**config.mk**
```make
export PLATFORM = sky130hd
export DESIGN_NAME = plmc_link_mode_ctrl
export DESIGN_NICKNAME = d
export VERILOG_FILES = /design/src/plmc_pkg.sv /design/src/plmc_link_mode_ctrl.sv
export SDC_FILE = /design/constraint.sdc
export NUM_CORES = 1
export LEC_CHECK = 0
export BUFFER_PORTS_ARGS = -buffer_cell sky130_fd_sc_hd__buf_2
export CORE_ASPECT_RATIO = 0.5
export CORE_MARGIN = 2
export CORE_UTILIZATION = 55
export CTS_CLUSTER_SIZE = 30
export DETAILED_ROUTE_END_ITERATION = 8
export MAX_ROUTING_LAYER = met4
export PLACE_DENSITY = 0.8
export SYNTH_ARGS = -nofsm -noshare
export SYNTH_HDL_FRONTEND = slang
export SYNTH_SLANG_ARGS = --single-unit
```
**constraint.sdc**
```tcl
create_clock -name clk -period 8.4 [get_ports clk]
set_input_delay 2.1 -clock clk [delete_from_list [all_inputs] [get_ports clk]]
set_output_delay 2.1 -clock clk [all_outputs]
set_load 0.05 [all_outputs]
```
**src/plmc_pkg.sv**
```systemverilog
// Constants and types for the per-port link mode control bank
package plmc_pkg;
	localparam int          NUM_PORTS     = 4;
	localparam int          ADDR_W        = 8;
	localparam int          DATA_W        = 8;
	// Register offsets
	localparam logic [7:0]  PORT1_OFFSET  = 8'h1c;
	localparam logic [7:0]  PORT2_OFFSET  = 8'h2c;
	localparam logic [7:0]  PORT3_OFFSET  = 8'h3c;
	localparam logic [7:0]  PORT4_OFFSET  = 8'h4c;
	localparam logic [7:0]  PORT5_RSVD    = 8'h5c;
	// Field positions
	localparam int          BIT_AN_DIS    = 7;
	localparam int          BIT_SPEED     = 6;
	localparam int          BIT_DUPLEX    = 5;
	localparam int          BIT_ADV_FC    = 4;
	localparam int          BIT_ADV_100FD = 3;
	localparam int          BIT_ADV_100HD = 2;
	localparam int          BIT_ADV_10FD  = 1;
	localparam int          BIT_ADV_10HD  = 0;
	// Reset value: negotiation on, 100BT, half duplex, all abilities advertised
	localparam logic [7:0]  CTRL_RESET    = 8'h5f;
	localparam logic [7:0]  READ_ZERO     = 8'h00;
	// Strap sampling: the two port indices that take strap defaults, and synchroniser depth
	localparam int          STRAP_PORT_A  = 2;
	localparam int          STRAP_PORT_B  = 3;
	localparam int          SYNC_STAGES   = 3;

	// Mode presented to one port's PHY
	typedef struct packed {
		logic autoneg_en;
		logic speed_100;
		logic duplex_full;
		logic adv_fc;
		logic adv_100fd;
		logic adv_100hd;
		logic adv_10fd;
		logic adv_10hd;
	} plmc_mode_type;

	// Register access request
	typedef struct packed {
		logic [ADDR_W-1:0] addr;
		logic              wr;
		logic [DATA_W-1:0] wdata;
	} plmc_req_type;
endpackage

```
**src/plmc_link_mode_ctrl.sv**
```systemverilog
// Per-port link mode control register bank with strap defaults
// How it works
// - Bit 7 set skips negotiation; speed and duplex then come from bits 6 and 5.
// - Ports 3 and 4 load bit 7 with the inverted negotiation strap level.
// - Forced speed bit 6: one gives 100BT, zero 10BT; resets to one.
// - Duplex bit 5 forces full or half when negotiation off or failed; resets zero.
// - Ports 3 and 4 take duplex default from LED and carrier-sense straps.
// - Bit 4 advertises flow control; resets to one.
// - Bit 3 advertises 100BT full duplex; resets to one.
// - Bit 2 advertises 100BT half duplex.
// - Identical registers at 0x1c, 0x2c, 0x3c, 0x4c; 0x5c reserved.
// - Bits 1 and 0 advertise 10BT full and half duplex; both reset one.
`timescale 1ns/1ps
module plmc_link_mode_ctrl #(
	parameter int NUM_PORTS = plmc_pkg::NUM_PORTS
) (
	input  wire logic                          clk,
	input  wire logic                          sys_rst,
	input  wire plmc_pkg::plmc_req_type        reg_req,
	output logic [plmc_pkg::DATA_W-1:0]        reg_rdata,
	input  wire logic                          port3_neg_strap_pin,
	input  wire logic                          port4_neg_strap_pin,
	input  wire logic                          duplex_strap_led_pin,
	input  wire logic                          duplex_strap_carrier_pin,
	input  wire logic [NUM_PORTS-1:0]          eval_pulse,
	input  wire logic [NUM_PORTS-1:0]          autoneg_failed,
	output plmc_pkg::plmc_mode_type [NUM_PORTS-1:0] port_mode
);

	////////////////////////////////////////////////////////////////////////////
	// Storage and address decode

	// Each port register holds, from the top bit down:
	//   7 negotiation disable, 6 forced 100BT, 5 forced full duplex,
	//   4 flow control, 3 100BT full, 2 100BT half, 1 10BT full, 0 10BT half
	// A write replaces the whole byte; no bit here is read-only or self-clearing,
	// so read data is simply the stored byte

	logic [plmc_pkg::DATA_W-1:0] ctrl_ff [NUM_PORTS];
	logic [plmc_pkg::DATA_W-1:0] rdata_ff;
	logic [NUM_PORTS-1:0]        sel;
	logic [plmc_pkg::DATA_W-1:0] nxt_rdata;

	// One select per port; the reserved slot matches nothing
	always_comb begin
		sel = '0;
		unique case (reg_req.addr)
			plmc_pkg::PORT1_OFFSET: sel[0] = 1'b1;
			plmc_pkg::PORT2_OFFSET: sel[1] = 1'b1;
			plmc_pkg::PORT3_OFFSET: sel[2] = 1'b1;
			plmc_pkg::PORT4_OFFSET: sel[3] = 1'b1;
			default: sel = '0; // 0x5c reserved and holes read zero
		endcase
	end

	////////////////////////////////////////////////////////////////////////////
	// Strap synchronisers: three stages, a level counts once stages 2 and 3 agree

	// Positions of the four straps in the synchroniser word
	localparam int STRAP_W       = 4;
	localparam int STRAP_NEG3    = 0;
	localparam int STRAP_NEG4    = 1;
	localparam int STRAP_LED     = 2;
	localparam int STRAP_CARRIER = 3;
	localparam int LAST_STAGE    = plmc_pkg::SYNC_STAGES - 1;
	localparam int MID_STAGE     = plmc_pkg::SYNC_STAGES - 2;

	logic [STRAP_W-1:0]               strap_sync_ff [plmc_pkg::SYNC_STAGES];
	logic [plmc_pkg::SYNC_STAGES-1:0] strap_fill_ff;
	logic                             strap_done_ff;
	logic                             strap_agree;
	logic                             strap_load;
	logic                             strap_full;
	logic [STRAP_W-1:0]               strap_now;
	logic [STRAP_W-1:0]               pins;
	logic [NUM_PORTS-1:0]             strap_port;
	logic [NUM_PORTS-1:0]             strap_an_dis;

	// Gather the pins; each is an asynchronous level from a pulled strap
	assign pins[STRAP_NEG3]    = port3_neg_strap_pin;
	assign pins[STRAP_NEG4]    = port4_neg_strap_pin;
	assign pins[STRAP_LED]     = duplex_strap_led_pin;
	assign pins[STRAP_CARRIER] = duplex_strap_carrier_pin;

	// Stage 1 feeds only stage 2; the chain clears to zero, which is no strap
	// reading, so the fill marks below say when it holds real samples
	always_ff @(posedge clk or posedge sys_rst) begin
		if (sys_rst) begin
			for (int i = 0; i < plmc_pkg::SYNC_STAGES; i++)
				strap_sync_ff[i] <= '0;
		end else begin
			strap_sync_ff[0] <= pins;
			for (int i = 1; i < plmc_pkg::SYNC_STAGES; i++)
				strap_sync_ff[i] <= strap_sync_ff[i-1];
		end
	end

	// One mark per stage, set as the first pin sample walks down the chain
	always_ff @(posedge clk or posedge sys_rst) begin
		if (sys_rst) begin
			strap_fill_ff <= '0;
		end else begin
			strap_fill_ff <= {strap_fill_ff[MID_STAGE:0], 1'b1};
		end
	end

	// A level counts once the last two stages agree on real samples; a strap
	// still settling at release only delays the load by a cycle or two
	assign strap_now   = strap_sync_ff[LAST_STAGE];
	assign strap_agree = strap_sync_ff[MID_STAGE] == strap_sync_ff[LAST_STAGE];
	assign strap_load  = !strap_done_ff && strap_fill_ff[LAST_STAGE] && strap_agree;

	// Straps are caught once per reset; later pin changes are ignored
	always_ff @(posedge clk or posedge sys_rst) begin
		if (sys_rst) begin
			strap_done_ff <= 1'b0;
		end else if (strap_load) begin
			strap_done_ff <= 1'b1;
		end
	end

	// Full duplex only for LED strap low with carrier strap high; every other
	// pairing, the pulled default among them, gives half duplex
	assign strap_full = !strap_now[STRAP_LED] && strap_now[STRAP_CARRIER];

	// Which ports take strap defaults, and the negotiation disable each gets;
	// the bit is the inverse of the pin, so a pulled-up strap keeps negotiation
	always_comb begin
		strap_port   = '0;
		strap_an_dis = '0;
		for (int p = 0; p < NUM_PORTS; p++) begin
			if (p == plmc_pkg::STRAP_PORT_A) begin
				strap_port[p]   = 1'b1;
				strap_an_dis[p] = !strap_now[STRAP_NEG3];
			end
			if (p == plmc_pkg::STRAP_PORT_B) begin
				strap_port[p]   = 1'b1;
				strap_an_dis[p] = !strap_now[STRAP_NEG4];
			end
		end
	end

	////////////////////////////////////////////////////////////////////////////
	// Control registers; strap load beats a write in the same cycle

	always_ff @(posedge clk or posedge sys_rst) begin
		if (sys_rst) begin
			for (int p = 0; p < NUM_PORTS; p++)
				ctrl_ff[p] <= plmc_pkg::CTRL_RESET;
		end else begin
			for (int p = 0; p < NUM_PORTS; p++) begin
				if (reg_req.wr && sel[p])
					ctrl_ff[p] <= reg_req.wdata;
				// Strap ports take bits 7 and 5 from the pins, ahead of a write
				if (strap_load && strap_port[p]) begin
					ctrl_ff[p][plmc_pkg::BIT_AN_DIS] <= strap_an_dis[p];
					ctrl_ff[p][plmc_pkg::BIT_DUPLEX] <= strap_full;
				end
			end
		end
	end

	////////////////////////////////////////////////////////////////////////////
	// Read data, one cycle after the address

	// Registered read data gives the decode a whole cycle; the price is one
	// cycle of latency, so a master holds the address across two edges.
	// Unselected offsets, the reserved one included, read as zero
	always_comb begin
		nxt_rdata = plmc_pkg::READ_ZERO;
		for (int p = 0; p < NUM_PORTS; p++)
			if (sel[p])
				nxt_rdata = ctrl_ff[p];
	end

	always_ff @(posedge clk or posedge sys_rst) begin
		if (sys_rst)
			rdata_ff <= plmc_pkg::READ_ZERO;
		else
			rdata_ff <= nxt_rdata;
	end

	assign reg_rdata = rdata_ff;

	////////////////////////////////////////////////////////////////////////////
	// Effective mode per port, refreshed only on that port's evaluation pulse
	// so a link in progress never sees a half-written setting

	plmc_pkg::plmc_mode_type mode_ff [NUM_PORTS];

	always_ff @(posedge clk or posedge sys_rst) begin
		if (sys_rst) begin
			// Reset mode mirrors the register reset, the enable being its inverse
			for (int p = 0; p < NUM_PORTS; p++) begin
				mode_ff[p].autoneg_en  <= !plmc_pkg::CTRL_RESET[plmc_pkg::BIT_AN_DIS];
				mode_ff[p].speed_100   <= plmc_pkg::CTRL_RESET[plmc_pkg::BIT_SPEED];
				mode_ff[p].duplex_full <= plmc_pkg::CTRL_RESET[plmc_pkg::BIT_DUPLEX];
				mode_ff[p].adv_fc      <= plmc_pkg::CTRL_RESET[plmc_pkg::BIT_ADV_FC];
				mode_ff[p].adv_100fd   <= plmc_pkg::CTRL_RESET[plmc_pkg::BIT_ADV_100FD];
				mode_ff[p].adv_100hd   <= plmc_pkg::CTRL_RESET[plmc_pkg::BIT_ADV_100HD];
				mode_ff[p].adv_10fd    <= plmc_pkg::CTRL_RESET[plmc_pkg::BIT_ADV_10FD];
				mode_ff[p].adv_10hd    <= plmc_pkg::CTRL_RESET[plmc_pkg::BIT_ADV_10HD];
			end
		end else begin
			for (int p = 0; p < NUM_PORTS; p++) begin
				if (eval_pulse[p]) begin
					mode_ff[p].autoneg_en  <= !ctrl_ff[p][plmc_pkg::BIT_AN_DIS];
					mode_ff[p].speed_100   <= ctrl_ff[p][plmc_pkg::BIT_SPEED];
					mode_ff[p].duplex_full <= ctrl_ff[p][plmc_pkg::BIT_DUPLEX];
					mode_ff[p].adv_fc      <= ctrl_ff[p][plmc_pkg::BIT_ADV_FC];
					mode_ff[p].adv_100fd   <= ctrl_ff[p][plmc_pkg::BIT_ADV_100FD];
					mode_ff[p].adv_100hd   <= ctrl_ff[p][plmc_pkg::BIT_ADV_100HD];
					mode_ff[p].adv_10fd    <= ctrl_ff[p][plmc_pkg::BIT_ADV_10FD];
					mode_ff[p].adv_10hd    <= ctrl_ff[p][plmc_pkg::BIT_ADV_10HD];
				end
			end
		end
	end

	// Forced duplex also covers a failed negotiation, so the PHY reads it as
	// the fallback; autoneg_failed is not used here at all, neither as a qualifier nor stored
	for (genvar g = 0; g < NUM_PORTS; g++) begin : g_out
		assign port_mode[g] = mode_ff[g];
	end

endmodule

```
==> impl_metrics.ini <==
[status]
status = complete, no violations

[cells_and_area]
fillCellCount = 433
drive_gt1_share_pct = 66.33
layout_common_cells = 66 x buf_2, 58 x mux2_2, 52 x dfstp_2
final_common_cell = buf_2
antenna_cells = 0
area_growth_pct = 20.93
multi_input_area_um2 = 1112
seqCellArea_um2 = 2267
final_nets = 320

[clock_network]
cts_buffers = 9
clk_pin_slew_ps = 60
postCtsSetupBuffers = 0
clockBufferDepth = 2
htree_levels = 3
clkLatencyLatePin_ps = 330
holdBufCountCts = 0
ctsResizeCount = 0
cts_sinks = 88
tritoncts = yes
root_buffer = clkbuf_16

[critical_path]
slowest_delay_ps = 600
slowest_stage = nor2b_1
reg2regPathDepth = 4
worstPathBufferInverterCount = 1
path_class = input port to flop
crit_path_max_fanout = 12
critPathTopFamily = simple AND/OR/NAND/NOR gates
startpoint_type = input port
required_ps = 8660
cp_data_arrival_time_ps = 3830
endpoint_kind = flop
cp_cell_sequence = buf_2 -> nor2b_1 -> nand2_1 -> mux2_1
reg2reg_from = strap_sync_ff[4]
reg2reg_to = ctrl_ff[15]
rrSetupSlack_ps = 6710

[pwr]
power.internal_w = 0.0007623
p_per_area_nw_per_um2 = 248.6
combPwrFrac_pct = 14.3
seqPwrFrac_pct = 47.8
p_switching_w = 0.0002729
power_leakage_nw = 2.025
switching_share_pct = 26.36
clockPowerShare_pct = 37.9
ir_worst_vdd_v = 0.0001981

[floorplan]
rows = 20
die_x_um = 115.9
dieArea_um2 = 6948
die_h_um = 59.95
io_pins = 71
core_area_um2 = 6056
start_util_pct = 56.86

[synthesis]
ys_seq_area_share_pct = 65.84
async_flop_share_pct = 100.0
syn_inst = 219
syn-mean-instance-area_um2 = 15.72
synth-edff-count = 0
syn_nets = 250
synth_cell_type_count = 27
syn_area_um2 = 3443
synth_warnings = 0
ys.flop_type = dfstp_2
ys_ff_latch = 88

[placed_design]
hpwl_um = 4537
gp_congestion = 0.7869
io_buffers = 66

[timing]
rsz0062_at_grt = false
fin_setup_tns_ps = 0
period_needed_ps = 3570
slew_violations = 0
fin_hold_ws_ps = 347.0
max_freq_mhz = 280.1
worst_slew_margin_rel_pct = 30.31
finalCritPeriodShare_pct = 42.50
tightest_slew_ps = 1045
setup_viol = 0
hold_violations = 0
skew_ps = 5.758

[min_path]
min_from = strap_sync_ff[8]
hold_path_depth = 0
whs_endpoint = strap_sync_ff[4]
hp-class = flop to flop

[routing]
route.vias.total = 1987
dr.pass1.iters = 4
drt_iter0_markers = 86
wire_per_inst_um = 16.64
ant_nets = 0
via_per_inst = 5.202
wl_um = 6356
drc = 0

[global_route]
track_usage_pct = 21.36
grt_max_degree = 89
grt_pass1_wl_um = 10340
grt_pass1_vias = 2117
overflow = 0
antenna_found_initial = 0

[job]
max_cap_violations = 0
==> worst max-delay path by stage <==
stage,start,cells past startpoint,slack [ps],endpoint
final,reg_req[14],4,4830,ctrl_ff[20]
after global routing,reg_req[14],4,4650,ctrl_ff[20]
after CTS,reg_req[14],4,4850,ctrl_ff[20]
after detailed placement,reg_req[14],4,4510,ctrl_ff[20]
after global placement,reg_req[14],4,4580,ctrl_ff[23]
after floorplan,sys_rst,1,4110,ctrl_ff[13]
==> worst register-to-register path, stage by stage (launching register included) <==
cell and delay, ps:
dfrtp_1 340, inv_1 60, a222oi_1 360, or4b_1 620, mux2i_1 180
==> per-layer routing <==
metal	vias to the layer above	track usage [%]	wire [um]
met5	-	-	0
li1	927	-	-
met3	6	6.897	315
met4	0	7.483	57
met1	1012	24.92	2697
met2	42	35.67	3287
==> sequential cells by signal, summed over array words and instances, names as in the netlist <==
name	count
strap_sync_ff	8
strap_now	4
strap_done_ff	1
strap_fill_ff	3
port_mode	32
ctrl_ff	32
reg_rdata	8
==> Yosys cell counts (all sizes together), types with 2 or more instances <==
master / n / area (um^2)
mux2i: 11 / 110.1
dfstp: 52 / 1366
inv: 8 / 30.03
nor2b: 2 / 12.51
mux2: 64 / 720.7
buf: 3 / 15.01
nand2: 3 / 11.26
o2bb2ai: 8 / 70.07
dfrtp: 36 / 900.9
clkbuf: 5 / 18.77
a22oi: 8 / 60.06
nand4: 2 / 12.51
nor2: 4 / 15.01
==> area by class of cell <==
cell class / instances / area share (%)
flip-flops and latches: 88 / 54.45
clock buffers: 14 / 7.091
inverters: 8 / 0.7512
multi-input cells: 115 / 26.71
clock inverters: 2 / 0.2404
repair buffers: 67 / 8.113
well taps: 88 / 2.644
==> power by group through the flow <==
stage / sequential [W] / clock, W / combinational [W]
6_report: 0.000495 / 0.000392 / 0.000148
5_1_grt: 0.000501 / 0.000420 / 0.000160
4_1_cts: 0.000496 / 0.000398 / 0.000151
3_5_place_dp: 0.000503 / 0 / 0.000150
3_3_place_gp: 0.000500 / 0 / 0.000146
2_1_floorplan: 0.000559 / 0 / 0.0000527
==> cells by family (layout without fill, tap and decap cells) <==
logic type / count (synthesis) / count (layout) / synth area share (%)
AO/OA/AOI/OAI: 20 / 20 / 4.615
multiplexers: 75 / 75 / 24.13
XOR/XNOR: 1 / 1 / 0.2544
buffers and inverters: 16 / 91 / 1.853
other: 1 / 1 / 0.1089
flip-flops: 88 / 88 / 65.84
AND/OR/NAND/NOR: 18 / 18 / 3.198
==> per-stage QoR <==
stage          util (%)  cells  power (W)  cell area [um^2]  worst slack [ps]
2_1_floorplan         -    219  0.0006117              3443              4108
3_3_place_gp      63.72    366  0.0006462              3859              4578
3_5_place_dp      63.72    366  0.0006526              3859              4513
4_1_cts           68.76    382   0.001046              4164              4850
5_1_grt           68.76    382   0.001080              4164              4653
6_report          68.76    382   0.001035              4164              4830
(Power assumes the default switching activity.)
